## src/rfa_pkg.sv

```systemverilog
/*
 Package for the receive frame acceptance filter: counts, widths, reset values,
 frame classes and state encodings.
 Assumes a 25 MHz receive clock and a synchronous active-high reset.
*/
package rfa_pkg;
   localparam int         CHAN_W          = 3;
   localparam int         LEN_W           = 16;
   localparam int         CNT_W           = 32;
   localparam int         DATA_W          = 8;
   localparam int         FIFO_DEPTH      = 16;
   localparam logic [LEN_W-1:0] MIN_FRAME_LEN   = 16'h0040;
   localparam logic [LEN_W-1:0] MAX_LEN_RESET   = 16'h05ee;
   localparam logic [CNT_W-1:0] CNT_RESET       = 32'h0000_0000;
   localparam logic [CNT_W-1:0] CNT_ONE         = 32'h0000_0001;
   localparam logic [LEN_W-1:0] LEN_ONE         = 16'h0001;

   typedef enum logic [2:0] {
      CLS_PROPER,
      CLS_UNDERSIZED,
      CLS_FRAGMENT,
      CLS_OVERSIZE,
      CLS_JABBER,
      CLS_ERROR
   } rfa_class_e;

   typedef enum logic [1:0] {
      ST_IDLE,
      ST_RECV,
      ST_DROP
   } rfa_state_e;
endpackage : rfa_pkg

```

## src/rfa_filter.sv

```systemverilog
/*
 Receive frame acceptance filter: classifies each frame, decides on the
 channel it goes to, buffers its bytes in a FIFO and counts overruns.
 Assumes frame strobes, match results and overrun indications come from logic
 on the same receive clock; configuration inputs are quasi-static.
*/
`timescale 1ns/100ps
module rfa_filter (
   input  wire logic                        CLOCK_I,              // 25 MHz receive clock
   input  wire logic                        RST_I,                // Sync reset, active high
   input  wire logic                        CE_I,                 // Clock enable
   input  wire logic                        ACCEPT_ALL_FRAMES_EN_I,     // Promiscuous enable
   input  wire logic                        ACCEPT_ERROR_FRAMES_EN_I,   // Error frame enable
   input  wire logic                        ACCEPT_CONTROL_FRAMES_EN_I, // Control frame enable
   input  wire logic                        ACCEPT_SHORT_FRAMES_EN_I,   // Short frame enable
   input  wire logic [rfa_pkg::CHAN_W-1:0]  PROMISC_CHANNEL_SEL_I,      // Promiscuous channel
   input  wire logic [rfa_pkg::LEN_W-1:0]   RX_MAX_FRAME_LEN_I,   // Maximum frame length
   input  wire logic                        UNICAST_EN_I,         // Unicast channel enabled
   input  wire logic                        MULTICAST_EN_I,       // Multicast channel enabled
   input  wire logic                        BROADCAST_EN_I,       // Broadcast channel enabled
   input  wire logic                        SOF_I,                // Frame start pulse
   input  wire logic                        BYTE_VALID_I,         // Frame byte strobe
   input  wire logic [rfa_pkg::DATA_W-1:0]  BYTE_I,               // Frame byte
   input  wire logic                        EOF_I,                // Frame end pulse
   input  wire logic                        ADDR_HIT_I,           // Address entry hit
   input  wire logic                        MATCH_OR_FILTER_BIT_I, // Entry: 1 match, 0 filter
   input  wire logic [rfa_pkg::CHAN_W-1:0]  MATCH_CHANNEL_I,      // Channel of the entry
   input  wire logic                        IS_UNICAST_I,         // Destination is unicast
   input  wire logic                        IS_BROADCAST_I,       // Destination is broadcast
   input  wire logic                        IS_CONTROL_I,         // MAC control frame
   input  wire logic                        CODE_ERR_I,           // Code error seen
   input  wire logic                        ALIGN_ERR_I,          // Alignment error seen
   input  wire logic                        CRC_ERR_I,            // CRC error at frame end
   input  wire logic                        FIFO_SOF_OVERRUN_I,   // No FIFO space at start
   input  wire logic                        DMA_SOF_OVERRUN_I,    // No DMA resource at start
   input  wire logic                        FIFO_MIDDLE_OVERRUN_I, // FIFO ran out mid-frame
   input  wire logic                        DMA_MIDDLE_OVERRUN_I,  // DMA ran out mid-frame
   output logic                             DATA_VALID_O,         // Buffered byte valid
   input  wire logic                        DATA_READY_I,         // Downstream accepts byte
   output logic [rfa_pkg::DATA_W-1:0]       DATA_O,               // Buffered byte
   output logic                             FIFO_FULL_O,          // Buffer cannot take a byte
   output logic                             DONE_O,               // Decision pulse
   output logic                             ACCEPT_O,             // Frame kept
   output logic [rfa_pkg::CHAN_W-1:0]       CHANNEL_O,            // Destination channel
   output logic [2:0]                       FRAME_CLASS_O,        // rfa_class_e value
   output logic                             OVERRUN_FLAG_O,       // First descriptor overrun flag
   output logic                             NO_ADDRESS_MATCH_FLAG_O, // First descriptor no-match
   output logic [rfa_pkg::CNT_W-1:0]        RX_START_OVERRUN_COUNT_O,  // Start overruns
   output logic [rfa_pkg::CNT_W-1:0]        RX_MIDDLE_OVERRUN_COUNT_O, // Middle overruns
   output logic [rfa_pkg::CNT_W-1:0]        RX_DMA_OVERRUN_COUNT_O     // DMA overruns
);
   typedef struct packed {
      rfa_pkg::rfa_state_e         state;
      logic                        en_all;
      logic                        en_err;
      logic                        en_ctl;
      logic                        en_short;
      logic [rfa_pkg::CHAN_W-1:0]  prom_ch;
      logic [rfa_pkg::LEN_W-1:0]   max_len;
      logic [rfa_pkg::LEN_W-1:0]   len;
      logic                        err;
      logic                        mof;
      logic                        dma_middle_overrun;
      logic                        done;
      logic                        accept;
      logic [rfa_pkg::CHAN_W-1:0]  channel;
      logic [2:0]                  cls;
      logic                        ovr_flag;
      logic                        no_address_match_flag_flag;
      logic                        full;
      logic [rfa_pkg::CNT_W-1:0]   sof_cnt;
      logic [rfa_pkg::CNT_W-1:0]   mof_cnt;
      logic [rfa_pkg::CNT_W-1:0]   dma_cnt;
   } rfa_filter_s;

   rfa_filter_s                 r;
   rfa_filter_s                 next_r;
   logic                        fifo_in_ready;
   logic                        fifo_wr;

   // Class set an enable combination lets through, shared by both match paths
   function automatic logic class_passes(input logic [2:0] cls, input logic ctl,
                                         input logic en_err, input logic en_ctl,
                                         input logic en_short);
      logic ok;
      ok = 1'b0;
      unique case (rfa_pkg::rfa_class_e'(cls))
         rfa_pkg::CLS_PROPER:     ok = 1'b1;
         rfa_pkg::CLS_UNDERSIZED: ok = en_short;
         rfa_pkg::CLS_FRAGMENT:   ok = en_short && en_err;
         rfa_pkg::CLS_OVERSIZE,
         rfa_pkg::CLS_JABBER,
         rfa_pkg::CLS_ERROR:      ok = en_err;
         default:                 ok = 1'b0;
      endcase
      // Control frames pass only with their own enable
      return ok && (!ctl || en_ctl);
   endfunction : class_passes

   function automatic logic [rfa_pkg::CNT_W-1:0] bump(input logic [rfa_pkg::CNT_W-1:0] c,
                                                     input logic inc);
      return inc ? c + rfa_pkg::CNT_ONE : c;
   endfunction : bump

   // Bytes are written only for a frame still being received; a middle overrun
   // stops further writes so partial data stays in the buffer.
   assign fifo_wr = CE_I && BYTE_VALID_I && (r.state == rfa_pkg::ST_RECV) && !r.mof &&
                    (r.len < r.max_len);

   always_comb begin
      logic                        is_match;
      logic                        is_err;
      logic                        is_mof;
      logic                        hit_filter;
      logic [2:0]                  cls;
      logic [rfa_pkg::LEN_W-1:0]   flen;
      logic                        sof_ovr;
      is_match   = 1'b0;
      is_err     = 1'b0;
      is_mof     = 1'b0;
      hit_filter = 1'b0;
      cls        = 3'h0;
      flen       = r.len;
      sof_ovr    = FIFO_SOF_OVERRUN_I || DMA_SOF_OVERRUN_I;
      next_r      = r;
      next_r.done = 1'b0;
      next_r.full = !fifo_in_ready;
      unique case (r.state)
         rfa_pkg::ST_IDLE: begin
            if (SOF_I) begin
               // Accept enables are held for the whole frame; type enables are sampled at frame end
               next_r.en_all   = ACCEPT_ALL_FRAMES_EN_I;
               next_r.en_err   = ACCEPT_ERROR_FRAMES_EN_I;
               next_r.en_ctl   = ACCEPT_CONTROL_FRAMES_EN_I;
               next_r.en_short = ACCEPT_SHORT_FRAMES_EN_I;
               next_r.prom_ch  = PROMISC_CHANNEL_SEL_I;
               next_r.max_len  = RX_MAX_FRAME_LEN_I;
               next_r.len      = '0;
               next_r.err      = 1'b0;
               next_r.mof      = 1'b0;
               next_r.dma_middle_overrun  = 1'b0;
               if (sof_ovr) begin
                  // No resources at start: count and discard
                  next_r.sof_cnt = bump(r.sof_cnt, 1'b1);
                  next_r.dma_cnt = bump(r.dma_cnt, DMA_SOF_OVERRUN_I);
                  next_r.state   = rfa_pkg::ST_DROP;
               end else begin
                  next_r.state   = rfa_pkg::ST_RECV;
               end
            end
         end
         // A start-overrun frame is still sized and classed, then forced out below
         rfa_pkg::ST_RECV, rfa_pkg::ST_DROP: begin
            if (BYTE_VALID_I && r.len != '1) begin
               next_r.len = r.len + rfa_pkg::LEN_ONE;
            end
            if (CODE_ERR_I || ALIGN_ERR_I) begin
               next_r.err = 1'b1;
            end
            // Overrun only possible before max length is reached
            if ((FIFO_MIDDLE_OVERRUN_I || DMA_MIDDLE_OVERRUN_I) && r.len < r.max_len &&
                r.state == rfa_pkg::ST_RECV) begin
               next_r.mof     = 1'b1;
               next_r.dma_middle_overrun = r.dma_middle_overrun || DMA_MIDDLE_OVERRUN_I;
            end
            if (EOF_I) begin
               flen   = (BYTE_VALID_I && r.len != '1) ? r.len + rfa_pkg::LEN_ONE : r.len;
               is_err = next_r.err || CRC_ERR_I;
               is_mof = next_r.mof;
               if (flen > r.max_len) begin
                  // Truncated long frame, never an overrun
                  cls    = is_err ? 3'(rfa_pkg::CLS_JABBER) : 3'(rfa_pkg::CLS_OVERSIZE);
                  is_mof = 1'b0;
               end else if (flen < rfa_pkg::MIN_FRAME_LEN) begin
                  cls = is_err ? 3'(rfa_pkg::CLS_FRAGMENT)
                               : 3'(rfa_pkg::CLS_UNDERSIZED);
               end else begin
                  cls = is_err ? 3'(rfa_pkg::CLS_ERROR) : 3'(rfa_pkg::CLS_PROPER);
               end
               // Matching needs an enabled target channel control needs its
               // enable error enables never enter this term
               is_match = ADDR_HIT_I &&
                          (IS_BROADCAST_I ? BROADCAST_EN_I :
                           IS_UNICAST_I ? UNICAST_EN_I : MULTICAST_EN_I) &&
                          (!IS_CONTROL_I || r.en_ctl);
               // Filter entries drop even in promiscuous mode or on a disabled type
               hit_filter = ADDR_HIT_I && !MATCH_OR_FILTER_BIT_I;
               next_r.cls          = cls;
               next_r.ovr_flag     = 1'b0;
               next_r.no_address_match_flag_flag = 1'b0;
               next_r.accept       = 1'b0;
               next_r.channel      = '0;
               if (hit_filter) begin
                  next_r.accept = 1'b0;
               end else if (is_match) begin
                  // Accept-all plays no part here
                  next_r.channel = MATCH_CHANNEL_I;
                  if (is_mof) begin
                     next_r.accept   = r.en_err;
                     next_r.ovr_flag = r.en_err;
                  end else begin
                     next_r.accept = class_passes(cls, IS_CONTROL_I, r.en_err,
                                                  r.en_ctl, r.en_short);
                  end
               end else if (r.en_all) begin
                  next_r.channel      = r.prom_ch;
                  next_r.no_address_match_flag_flag = 1'b1;
                  if (is_mof) begin
                     next_r.accept   = r.en_err;
                     next_r.ovr_flag = r.en_err;
                  end else begin
                     next_r.accept = class_passes(cls, IS_CONTROL_I, r.en_err,
                                                  r.en_ctl, r.en_short);
                  end
                  next_r.no_address_match_flag_flag = next_r.accept;
               end
               if (r.state == rfa_pkg::ST_DROP) begin
                  next_r.accept       = 1'b0;
                  next_r.no_address_match_flag_flag = 1'b0;
                  next_r.channel      = '0;
               end
               // Middle overrun counting: non-matching frames counted only when
               // partial data is kept
               if (is_mof && !hit_filter && (is_match || (r.en_all && r.en_err))) begin
                  next_r.mof_cnt = bump(r.mof_cnt, 1'b1);
                  next_r.dma_cnt = bump(r.dma_cnt, next_r.dma_middle_overrun);
               end
               next_r.done  = 1'b1;
               next_r.state = rfa_pkg::ST_IDLE;
            end
         end
         default: next_r.state = rfa_pkg::ST_IDLE;
      endcase
   end

   always_ff @(posedge CLOCK_I) begin
      if (RST_I) begin
         r         <= '0;
         r.state   <= rfa_pkg::ST_IDLE;
         r.max_len <= rfa_pkg::MAX_LEN_RESET;
         r.sof_cnt <= rfa_pkg::CNT_RESET;
         r.mof_cnt <= rfa_pkg::CNT_RESET;
         r.dma_cnt <= rfa_pkg::CNT_RESET;
      end else if (CE_I) begin
         r <= next_r;
      end
   end

   // Buffer full ends writes; the writer raises a middle overrun from FIFO_FULL_O
   rfa_fifo #(
      .WIDTH (rfa_pkg::DATA_W),
      .DEPTH (rfa_pkg::FIFO_DEPTH)
   ) u_fifo (
      .clk_i       (CLOCK_I),
      .rst_i       (RST_I),
      .ce_i        (CE_I),
      .in_valid_i  (fifo_wr),
      .in_ready_o  (fifo_in_ready),
      .in_data_i   (BYTE_I),
      .out_valid_o (DATA_VALID_O),
      .out_ready_i (DATA_READY_I),
      .out_data_o  (DATA_O)
   );

   assign FIFO_FULL_O               = r.full;
   assign DONE_O                    = r.done;
   assign ACCEPT_O                  = r.accept;
   assign CHANNEL_O                 = r.channel;
   assign FRAME_CLASS_O             = r.cls;
   assign OVERRUN_FLAG_O            = r.ovr_flag;
   assign NO_ADDRESS_MATCH_FLAG_O   = r.no_address_match_flag_flag;
   assign RX_START_OVERRUN_COUNT_O  = r.sof_cnt;
   assign RX_MIDDLE_OVERRUN_COUNT_O = r.mof_cnt;
   assign RX_DMA_OVERRUN_COUNT_O    = r.dma_cnt;
endmodule : rfa_filter

```

## src/rfa_fifo.sv

```systemverilog
/*
 Synchronous FIFO with parameterised width and depth, valid/ready on both sides.
 Assumes one clock; the reader may stall so the FIFO really fills.
*/
`timescale 1ns/100ps
module rfa_fifo #(
   parameter int WIDTH = 8,
   parameter int DEPTH = 16
) (
   input  wire logic             clk_i,     // Clock
   input  wire logic             rst_i,     // Sync reset, active high
   input  wire logic             ce_i,      // Clock enable
   input  wire logic             in_valid_i, // Write request
   output logic                  in_ready_o, // Space available
   input  wire logic [WIDTH-1:0] in_data_i,  // Write data
   output logic                  out_valid_o, // Data available
   input  wire logic             out_ready_i, // Reader accepts
   output logic      [WIDTH-1:0] out_data_o   // Read data
);
   localparam int AW = $clog2(DEPTH);

   typedef struct packed {
      logic [AW-1:0] wr;
      logic [AW-1:0] rd;
      logic [AW:0]   cnt;
   } rfa_fifo_s;

   rfa_fifo_s            r;
   rfa_fifo_s            next_r;
   logic [WIDTH-1:0]     mem [DEPTH];
   logic                 do_wr;
   logic                 do_rd;

   assign in_ready_o  = (r.cnt != (AW+1)'(DEPTH));
   assign out_valid_o = (r.cnt != '0);
   assign out_data_o  = mem[r.rd];
   assign do_wr       = ce_i && in_valid_i && in_ready_o;
   assign do_rd       = ce_i && out_valid_o && out_ready_i;

   always_comb begin
      next_r = r;
      if (do_wr) next_r.wr = r.wr + 1'b1;
      if (do_rd) next_r.rd = r.rd + 1'b1;
      next_r.cnt = r.cnt + (AW+1)'(do_wr) - (AW+1)'(do_rd);
   end

   always_ff @(posedge clk_i) begin
      if (rst_i) begin
         r <= '0;
      end else if (ce_i) begin
         r <= next_r;
      end
      if (do_wr) begin
         mem[r.wr] <= in_data_i;
      end
   end
endmodule : rfa_fifo

```

## config.mk

```make
export PLATFORM = sky130hd
export DESIGN_NAME = rfa_filter
export DESIGN_NICKNAME = d
export VERILOG_FILES = /design/src/rfa_pkg.sv /design/src/rfa_filter.sv /design/src/rfa_fifo.sv
export SDC_FILE = /design/constraint.sdc
export NUM_CORES = 1
export LEC_CHECK = 0
export BUFFER_PORTS_ARGS = -buffer_cell sky130_fd_sc_hd__buf_4
export CAP_MARGIN = 20
export CORE_MARGIN = 5
export CORE_UTILIZATION = 50
export CTS_CLUSTER_SIZE = 20
export DETAILED_ROUTE_END_ITERATION = 10
export HOLD_SLACK_MARGIN = 0.03
export PLACE_DENSITY = 0.78
export SYNTH_ARGS = -nofsm -noshare
export SYNTH_HDL_FRONTEND = slang
export SYNTH_SLANG_ARGS = --single-unit
```

## constraint.sdc

```tcl
create_clock -name CLOCK_I -period 8.8 [get_ports CLOCK_I]
set_clock_uncertainty 0.1 [all_clocks]
set_input_delay 0.44 -clock CLOCK_I [delete_from_list [all_inputs] [get_ports CLOCK_I]]
set_output_delay 0.44 -clock CLOCK_I [all_outputs]
set_load 0.1 [all_outputs]
```

==> results.cfg, run 1 <==
[pwr]
swShare_pct = 23.9
vdd_drop_max_mv = 0.123
p_int_mw = 2.47
power_frac_comb_pct = 9.1
powerDensity_mw_per_mm2 = 199
switching_power_mw = 0.773
clock_power_share_pct = 45.8
power.leakage_nw = 5.92
seq_power_share_pct = 45.1

[critical_path]
ff2ff_path_depth = 15
endpoint_kind = register
timing.rr.start = r[117]
r2r_end = RX_DMA_OVERRUN_COUNT_O[26]
crit_path_start_kind = register
crit_end = RX_DMA_OVERRUN_COUNT_O[26]
criticalPathCategory = register to register
required_ns = 9.14
reg2reg_slack_ns = 3.38
worstPathMaxFanout = 12
cp.arrival_ns = 5.76
crit_start = r[117]

[synthesis]
seq_area_frac_synth_pct = 50.7
ys_types = 64
ys_ff_latch = 296
syn_area_mm2 = 0.0142
synth.net_count = 1440
synth_ff_type = dfxtp_1
synth_edf_count = 128
async_flop_share_pct = 0
ys_warn_count = 0
avgSynthCellArea_um2 = 10.7
synth_cells = 1332

[min_path]
min_path_cells = 2
hp-class = primary input to register

[floorplan]
dieArea_mm2 = 0.0319
boundaryPins = 172
die_y_um = 179
initial_utilization_pct = 50.8
rows = 61
core_region_area_mm2 = 0.0279
die-width_um = 179

[drt]
drc = 0
routed_wl_um = 32900
wl_per_cell_um = 18.3
post_drt_via_cell_ratio = 5.69
ant_nets = 0
initialDrtViolationCount = 768
first_pass_iters = 5
via_count = 10229

[cells_and_area]
finalNetCount = 1501
fin_util_pct = 58.3
drive_above_1_share_pct = 20.6
final_area_mm2 = 0.0163
syn2layout_area_growth_pct = 14.6

[sta]
relSlewSlack_pct = 36.9
tightest_slew_ns = 0.939
max_freq_ghz = 0.184
report.final.slew_viol_count = 0
grt_setup_unrepaired = no
worst_slack_ns = 3.38
setup_viol = 0
fin_tns_setup_ns = 0
post-route-period-util_pct = 61.6
hold_viol_final = 0
period_needed_ns = 5.42

[global_routing]
first_global_vias = 10043
grt_pass1_wl_um = 52500
antenna_found_initial = 2
grt.overflow.total = 0
grt_use_total_pct = 20.4
grt_start_max_net_pins = 86

[flow_run]
cap_violations = 0

[clocking]
ctsLongestPathBuffers = 3
tritoncts = yes
clk_pin_slew_worst_paths_ns = 0.06
cts_buffers = 34
cts.sinks = 296
clockRootBuffer = clkbuf_16
cts.htree.levels = 2
clk_latency_ns = 0.51
post-cts-setup-buffers = 0

[placed_design]
dp_slack_ns = 3.47
dp_hpwl_um = 23100
globalplace.congestion = 0.853
port_buffers = 171
placed_area_mm2 = 0.0151

[status]
outcome = finished clean
[Yosys cell counts, drive strengths merged, types with 7 or more instances]
library cell  count  share of area (%)
a211o             9               0.55
a211oi            9               0.51
a21oi            89                3.1
a22oi            13               0.69
and3             24                1.1
and4             11               0.68
buf             114                5.7
clkbuf           44                1.2
dfxtp           168                 24
edfxtp          128                 27
ha               51                4.5
inv              50                1.3
mux2i             7               0.49
mux4             40                6.3
nand2            95                2.5
nand2b            7               0.31
nand3            33                1.2
nand4            29                1.3
nor2            127                3.4
nor2b             8               0.35
nor3             31                1.1
o21ai            51                1.8
o31ai            12               0.63
or3              38                1.7
or4              14               0.74
xnor2            40                2.5
xor2             32                2.0
[layer usage]
layer  GRT usage [%]  routed length (um)  vias up
met5               0                   0        -
met1            25.7               13500     4981
met3            6.80                2850       64
li1                -                   -     4869
met2            33.3               15600      315
met4            6.81                 933        0
[flip-flops by register name (all words and copies together), names as in the netlist, named ones only]
name                       cells
u_fifo.mem                   128
r                             44
RX_DMA_OVERRUN_COUNT_O        32
RX_MIDDLE_OVERRUN_COUNT_O     32
RX_START_OVERRUN_COUNT_O      32
u_fifo.r                      13
CHANNEL_O                      3
FRAME_CLASS_O                  3
ACCEPT_O                       1
DONE_O                         1
FIFO_FULL_O                    1
NO_ADDRESS_MATCH_FLAG_O        1
OVERRUN_FLAG_O                 1
[worst max-delay path: stages, from the launching register on]
cell and delay, ns:
dfxtp_1 0.47, and4_1 0.27, nand3_1 0.23, o31a_1 0.47, and4_1 0.29, and3_1 0.21
xnor2_1 0.22, inv_1 0.10, ha_1 0.30, nand4_2 0.11, or4_1 0.61, or2_1 0.35
a221oi_4 0.50, o2111ai_1 0.44, or4_1 0.55, a21oi_1 0.14
[worst min path at each step]
stage | start | endpoint | slack, ns
global route | RX_MAX_FRAME_LEN_I[7] | r[133] | 0.04
CTS | RX_MAX_FRAME_LEN_I[1] | r[127] | 0.03
global placement | r[146] | r[146] | 0.34
finish | RX_MAX_FRAME_LEN_I[7] | r[133] | 0.04
floorplan | r[146] | r[146] | 0.33
detailed placement | r[146] | r[146] | 0.35
[power groups by stage]
| stage | registers [mW] | clock network, mW | logic (mW) |
|---|---|---|---|
| after floorplan | 1.49 | 0 | 0.218 |
| after global placement | 1.49 | 0 | 0.289 |
| after detailed placement | 1.49 | 0 | 0.295 |
| after CTS | 1.46 | 1.51 | 0.297 |
| after global routing | 1.46 | 1.57 | 0.321 |
| final | 1.46 | 1.48 | 0.294 |
[layout make-up]
cell class	count	area (um^2)
multi-input combinational	828	5830
sequential	296	7210
timing repair buffer	183	1380
clock buffer	40	925
tap	378	473
antenna	2	5.00
fill	2345	11700
inverter	50	188
clock inverter	22	265
[what timing repair did]
action                                 in CTS  in global routing
resized for setup                           0                  0
hold buffers                                1                  0
endpoints found under the hold margin       1                  0
[metrics by stage]
| step | cells | hold WS [ns] | total power, mW |
|---|---|---|---|
| 2_1_floorplan | 1332 | 0.331 | 1.71 |
| 3_3_place_gp | 1732 | 0.338 | 1.78 |
| 3_5_place_dp | 1732 | 0.350 | 1.79 |
| 4_1_cts | 1795 | 0.0307 | 3.27 |
| 5_1_grt | 1799 | 0.0366 | 3.35 |
| 6_report | 1799 | 0.0418 | 3.24 |
[cell usage in the layout, fill, tap and decap left out, types with 3 or more instances in the layout]
| cell type | synthesis | final |
|---|---|---|
| and4_1 | 11 | 11 |
| o21ai_0 | 50 | 50 |
| bufinv_16 | 0 | 5 |
| nand3_1 | 33 | 33 |
| and3_1 | 24 | 24 |
| a222oi_1 | 3 | 3 |
| mux2i_1 | 7 | 7 |
| a211o_1 | 9 | 9 |
| xor2_1 | 32 | 32 |
| xnor2_1 | 40 | 40 |
| mux4_2 | 40 | 40 |
| clkbuf_16 | 0 | 35 |
| or2_2 | 4 | 4 |
| or4_1 | 14 | 14 |
| or3_1 | 38 | 38 |
| clkinv_2 | 0 | 6 |
| dfxtp_1 | 168 | 166 |
| nor2b_1 | 8 | 8 |
| a22oi_1 | 13 | 13 |
| a21oi_1 | 89 | 89 |
| o2111ai_1 | 5 | 5 |
| nand2_1 | 95 | 95 |
| clkbuf_8 | 0 | 3 |
| nand4_1 | 28 | 28 |
| buf_4 | 102 | 181 |
| nor2_1 | 126 | 126 |
| edfxtp_1 | 128 | 128 |
| nor3_1 | 31 | 31 |
| nand4b_1 | 3 | 3 |
| a311oi_1 | 3 | 3 |
| a211oi_1 | 8 | 8 |
| and2_1 | 4 | 4 |
| clkinv_1 | 0 | 4 |
| ha_1 | 51 | 51 |
| nor4_1 | 4 | 4 |
| o211ai_1 | 4 | 4 |
| inv_1 | 50 | 50 |
| nand2b_1 | 7 | 7 |
| o31ai_1 | 12 | 12 |
[logic make-up after synthesis]
logic type / share of synthesized area (%)
simple gates: 15.3
buf+inv: 8.22
fa+ha+maj: 4.63
flops: 50.7
compound gates: 9.65
mux: 6.99
xor+xnor: 4.44
Note: power is estimated with default switching activity, not from simulation.
==> run 2, diff against run 1 <==
--- a/config.mk
+++ b/config.mk
@@ -5,6 +5,7 @@
 export SDC_FILE = /design/constraint.sdc
 export NUM_CORES = 1
 export LEC_CHECK = 0
+export ABC_AREA = 1
 export BUFFER_PORTS_ARGS = -buffer_cell sky130_fd_sc_hd__buf_4
 export CAP_MARGIN = 20
 export CORE_MARGIN = 5
@@ -12,7 +13,7 @@
 export CTS_CLUSTER_SIZE = 20
 export DETAILED_ROUTE_END_ITERATION = 10
 export HOLD_SLACK_MARGIN = 0.03
-export PLACE_DENSITY = 0.78
+export PLACE_DENSITY = 0.8
 export SYNTH_ARGS = -nofsm -noshare
 export SYNTH_HDL_FRONTEND = slang
 export SYNTH_SLANG_ARGS = --single-unit
==> constraint.sdc (replaced) <==
create_clock -name CLOCK_I -period 4.5 [get_ports CLOCK_I]
set_clock_uncertainty 0.1 [all_clocks]
set_input_delay 0.225 -clock CLOCK_I [delete_from_list [all_inputs] [get_ports CLOCK_I]]
set_output_delay 0.225 -clock CLOCK_I [all_outputs]
set_load 0.1 [all_outputs]
==> run 2 against run 1 <==
  * Clock power is 81% higher
  * Design area is 11% higher
  * Global-route usage up 0.46 points
  * Synthesized area up 9.7%
  * Synthesized cell count grew 39%
  * Sequential power is 97% higher
  * Fmax increased by 32%
  * Setup slack lost 3.0 ns
  * Via count is 25% higher
  * Critical path depth grew 10
  * Worst hold slack improved by 0.00072 ns
  * Register-to-register slack got worse by 3.0 ns
  * Largest cell class unchanged
==> results.cfg, run 2 <==
[cells_and_area]
layout_commonest_cell = nand2_1
syn2layout_area_growth_pct = 15.4
largest-register = u_fifo.mem
n_antenna_cell = 0
drive_above_1_share_pct = 13.8
top_regs = u_fifo.mem x128, r x44
largest_reg_flops = 128
regArea_mm2 = 0.00721
n_fill_cell = 2573
multi_input_area_mm2 = 0.00655
fin_util_pct = 58.7
final_cell_mix = 346 x nand2_1, 192 x inv_1, 185 x a21oi_1
layout.cells.non_filler = 2372
finalNetCount = 2061
final_area_mm2 = 0.0180

[global_routing]
grt.overflow.total = 0
antenna_found_initial = 0
grt_start_max_net_pins = 97
first_global_vias = 12566
grt_pass1_wl_um = 62300
grt_use_total_pct = 20.9

[clocking]
clk_latency_ns = 0.51
clk_pin_slew_worst_paths_ns = 0.06
cts.sinks = 296
cts_buffers = 34
cts.htree.levels = 2
ctsLongestPathBuffers = 3
tritoncts = yes
clockRootBuffer = clkbuf_16

[critical_path]
reg2reg_slack_ns = 0.41
endpoint_kind = register
crit_slowest_cell = dfxtp_1
required_ns = 4.73
crit_path_start_kind = register
criticalPathCategory = register to register
critPathTopFamily = simple AND/OR/NAND/NOR gates
slowest_delay_ns = 0.35
cp_num_buf_inv = 4
cp.arrival_ns = 4.32
cpMostUsedCell = nand2_1
worstPathMaxFanout = 26

[pwr]
clock_power_share_pct = 43.3
powerDensity_mw_per_mm2 = 344
seq_power_share_pct = 46.4
vdd_drop_max_mv = 0.243
power_frac_comb_pct = 10.2
swShare_pct = 24.6
power.leakage_nw = 7.00
p_int_mw = 4.67
switching_power_mw = 1.53

[floorplan]
initial_utilization_pct = 50.8
rows = 64
dieArea_mm2 = 0.0348
boundaryPins = 172
core_region_area_mm2 = 0.0307
die_y_um = 187
die-width_um = 187

[sta]
report.final.slew_viol_count = 0
hold_viol_final = 0
fin_tns_setup_ns = 0
setup_viol = 0
relSlewSlack_pct = 27.3
period_needed_ns = 4.09
max_freq_ghz = 0.244
grt_setup_unrepaired = no
post-route-period-util_pct = 90.9
tightest_slew_ns = 1.09

[synthesis]
ys_types = 47
synth_area_leaders = edfxtp_1 25%, dfxtp_1 22%, nand2_1 8.3%, a21oi_1 5.9%, buf_4 5.0%
async_flop_share_pct = 0
syn_area_mm2 = 0.0156
synth_edf_count = 128
synth_ff_type = dfxtp_1
yosys-top-cells-count = 346 x nand2_1, 193 x inv_1, 185 x a21oi_1
ys_ff_latch = 296
yosysTopAreaCellShare_pct = 24.7
yosysMostFrequentCell = nand2_1
synth.net_count = 1965
synth_cells = 1857
ys_warn_count = 0
avgSynthCellArea_um2 = 8.39
seq_area_frac_synth_pct = 46.2
yosysTopAreaCell = edfxtp_1

[placed_design]
globalplace.congestion = 0.911
placed_area_mm2 = 0.0164
port_buffers = 171
dp_hpwl_um = 26200
dp_cells = 2262

[drt]
met1_length_um = 15700
ant_nets = 0
initialDrtViolationCount = 783
wl_met2_um = 18300
routed_wl_um = 38100
post_drt_via_cell_ratio = 5.38
first_pass_iters = 5
wl_per_cell_um = 16.1
topRoutingLayerUsed = met4
via_count = 12756
drc = 0
route.met3.wl_um = 2660

[status]
outcome = finished clean

[flow_run]
cap_violations = 0

[min_path]
hp-class = primary input to register
==> run 2: cell types whose count changed after synthesis, sizes merged, moves of 20 or more <==
cell and delta:
xnor2 -20, or3 -37, a21oi +96, o211ai +30
mux2i +26, o21ai +46, nand4 +25, mux4 -40
nand2 +253, xor2 +23, nand3 +25, inv +154
nor3 +32
==> run 2: path summary, 6_finish.rpt <==
| kind | startpoint | cells after the start | endpoint |
|---|---|---|---|
| setup / recovery | r[110] | 25 | RX_MIDDLE_OVERRUN_COUNT_O[19] |
| hold / removal | DMA_MIDDLE_OVERRUN_I | 3 | r[107] |
| setup reg to reg | r[110] | 25 | RX_MIDDLE_OVERRUN_COUNT_O[19] |
| hold reg to reg | r[143] | 2 | r[143] |
==> run 2: kinds of logic after synthesis <==
| family | count (synthesis) | synth area share [%] |
|---|---|---|
| simple gates | 694 | 20.1 |
| buf+inv | 377 | 11.7 |
| compound gates | 330 | 11.4 |
| flops | 296 | 46.2 |
| xor+xnor | 75 | 4.21 |
| fa+ha+maj | 52 | 4.22 |
| mux | 33 | 2.12 |
==> run 2: power by group through the flow <==
stage          clock network (mW)  logic [mW]  registers, mW
2_1_floorplan                   0       0.441           2.91
3_5_place_dp                    0       0.590           2.93
4_1_cts                      2.73       0.628           2.88
3_3_place_gp                    0       0.575           2.93
5_1_grt                      2.85       0.690           2.88
6_report                     2.68       0.634           2.88
==> run 2: layer usage <==
metal | GRT usage (%) | vias to the layer above
met4 | 8.02 | 0
met1 | 25.5 | 5889
met3 | 4.73 | 105
met5 | 0 | -
li1 | - | 6316
met2 | 36.1 | 446
==> run 2: worst min-delay path, cell delays in order <==
cell and delay (ns):
buf_4 0.13, nand4_1 0.13, a221oi_1 0.08
==> run 2: final cells by class <==
class                   instances  share of cell area, %
clock buffers                  51                   5.47
clock inverters                 8                  0.633
inverters                     206                   4.30
multi-input cells            1184                   36.4
flip-flops and latches        296                   40.1
well taps                     396                   2.75
repair buffers                231                   10.3
==> run 2: repair_timing <==
| item | CTS | global route |
|---|---|---|
| hold endpoints to repair | 167 | 0 |
| hold buffers | 47 | 0 |
| setup endpoints to repair | 0 | 7 |
| setup buffers | 0 | 4 |
| resized for setup | 0 | 2 |
==> run 2: metrics by stage <==
step / hold slack (ns) / setup WS (ns) / power [mW]
3_5_place_dp: 0.350 / 0.367 / 3.52
2_1_floorplan: 0.224 / 0.818 / 3.35
5_1_grt: 0.0452 / 0.0147 / 6.42
3_3_place_gp: 0.342 / 0.567 / 3.51
6_report: 0.0425 / 0.409 / 6.19
4_1_cts: 0.0301 / 0.332 / 6.23
==> run 3, diff against run 2 <==
--- a/config.mk
+++ b/config.mk
@@ -8,12 +8,12 @@
 export ABC_AREA = 1
 export BUFFER_PORTS_ARGS = -buffer_cell sky130_fd_sc_hd__buf_4
 export CAP_MARGIN = 20
-export CORE_MARGIN = 5
-export CORE_UTILIZATION = 50
+export CORE_MARGIN = 3
+export CORE_UTILIZATION = 54
 export CTS_CLUSTER_SIZE = 20
 export DETAILED_ROUTE_END_ITERATION = 10
 export HOLD_SLACK_MARGIN = 0.03
-export PLACE_DENSITY = 0.8
+export PLACE_DENSITY = 0.85
 export SYNTH_ARGS = -nofsm -noshare
 export SYNTH_HDL_FRONTEND = slang
 export SYNTH_SLANG_ARGS = --single-unit
==> run 3 against run 2 <==
  * Global-route usage is 3.2 points higher
  * Critical path type unchanged
  * Register-to-register slack worse by 0.03 ns
  * Sequential power hardly changed
  * Flip-flop and latch count stayed put
  * Count of clock-buffer cells in the layout is 10 lower
  * Utilization is 5.1 points higher
  * Setup slack worse by 0.032 ns
  * Largest cell class unchanged
  * First-iteration DRC count is 32% higher
  * Sequential share of layout area is 0.19 points higher
  * Die area is 11% lower
==> results.cfg, run 3 (same netlist as run 2, synthesis figures left out) <==
[flow_run]
cap_violations = 0

[drt]
routed_wl_um = 38600
first_pass_iters = 5
initialDrtViolationCount = 1036
via_count = 13035
post_drt_via_cell_ratio = 5.54
drc = 0
ant_nets = 0
wl_per_cell_um = 16.4

[global_routing]
grt_start_max_net_pins = 97
grt_use_total_pct = 24.1
antenna_found_initial = 1
first_global_vias = 12653
grt_pass1_wl_um = 62000
grt.overflow.total = 0

[clocking]
clockRootBuffer = clkbuf_16
cts.sinks = 296
cts.htree.levels = 1
ctsLongestPathBuffers = 3
tritoncts = yes
clk_latency_ns = 0.56
cts_buffers = 31
clk_pin_slew_worst_paths_ns = 0.06

[pwr]
power.leakage_nw = 6.97
total_power_mw = 6.13
vdd_drop_max_mv = 0.318
powerDensity_mw_per_mm2 = 343

[cells_and_area]
largest_reg_flops = 128
layout_commonest_cell = nand2_1
finalNetCount = 2056
final_cell_mix = 346 x nand2_1, 193 x inv_1, 185 x a21oi_1
layout.cells.non_filler = 2351
drive_above_1_share_pct = 13.9
syn2layout_area_growth_pct = 14.9
largest-register = u_fifo.mem
top_regs = u_fifo.mem x128, r x44

[min_path]
min_path_cells = 2
hold_path_end = RX_START_OVERRUN_COUNT_O[19]
hp-class = primary input to register
min_from = RST_I

[critical_path]
worstPathMaxFanout = 22
ff2ff_path_depth = 25
cpMostUsedCell = nand2_1
r2r_end = RX_MIDDLE_OVERRUN_COUNT_O[19]
crit_path_start_kind = register
slowest_delay_ns = 0.35
critPathTopFamily = simple AND/OR/NAND/NOR gates
cp_num_buf_inv = 4
crit_slowest_cell = dfxtp_1
cp.arrival_ns = 4.50
criticalPathCategory = register to register
reg2reg_slack_ns = 0.38
timing.rr.start = r[110]
required_ns = 4.87
endpoint_kind = register

[placed_design]
dp_hpwl_um = 26400
port_buffers = 171
globalplace.congestion = 0.951
dp_cells = 2244

[sta]
period_needed_ns = 4.12
max_freq_ghz = 0.243
report.final.slew_viol_count = 0
tightest_slew_ns = 1.10
fin_tns_setup_ns = 0
hold_viol_final = 0
relSlewSlack_pct = 26.8
setup_viol = 0
post-route-period-util_pct = 91.6
grt_setup_unrepaired = no
hold_ws_ns = 0.0558

[floorplan]
dieArea_mm2 = 0.0309
initial_utilization_pct = 55.5
boundaryPins = 172
rows = 61
die-width_um = 176
core_region_area_mm2 = 0.0281
die_y_um = 176

[status]
outcome = finished clean
## run 3: cell type report
type / instances / area, um^2
fillers: 2242 / 10200
flip-flops and latches: 296 / 7210
multi-input cells: 1184 / 6550
repair buffers: 229 / 1830
clock buffers: 41 / 863
inverters: 206 / 773
well taps: 378 / 473
clock inverters: 16 / 199
diodes: 1 / 2.50
## run 3: worst max path at each step
| stage | startpoint | endpoint | slack [ns] | cells past startpoint |
|---|---|---|---|---|
| 2_1_floorplan | u_fifo.r[3] | u_fifo.r[4] | 0.82 | 17 |
| 3_3_place_gp | r[110] | RX_MIDDLE_OVERRUN_COUNT_O[23] | 0.51 | 26 |
| 3_5_place_dp | r[110] | RX_MIDDLE_OVERRUN_COUNT_O[19] | 0.33 | 25 |
| 4_1_cts | r[110] | RX_MIDDLE_OVERRUN_COUNT_O[23] | 0.34 | 26 |
| 5_1_grt | r[110] | RX_MIDDLE_OVERRUN_COUNT_O[16] | 0.07 | 22 |
| 6_report | r[110] | RX_MIDDLE_OVERRUN_COUNT_O[19] | 0.38 | 25 |
## run 3: per-stage QoR
stage | instance area, um^2 | util, % | setup slack, ns
3_3_place_gp | 16400 | 58.3 | 0.507
6_report | 17900 | 63.8 | 0.377
4_1_cts | 17900 | 63.6 | 0.345
3_5_place_dp | 16400 | 58.3 | 0.335
5_1_grt | 17900 | 63.8 | 0.0722
2_1_floorplan | 15600 | - | 0.818
## run 3: power breakdown
| part | internal [mW] | switching, mW |
|---|---|---|
| Sequential | 2.83 | 0.0468 |
| Combinational | 0.203 | 0.428 |
| Clock | 1.58 | 1.05 |
| Total | 4.61 | 1.53 |
## run 3: what timing repair did
action,4_1_cts,5_1_grt
setup buffers,0,4
endpoints found under the hold margin,164,0
hold buffers,45,0
endpoints found under the setup margin,0,5
gates resized for setup,0,0
## run 3: per-layer routing
layer	vias to the layer above	routed length (um)	track usage, %
met5	-	0	0
met4	0	1420	10.2
met3	112	2810	4.76
met2	512	18900	41.4
met1	6102	15500	29.7
li1	6309	-	-
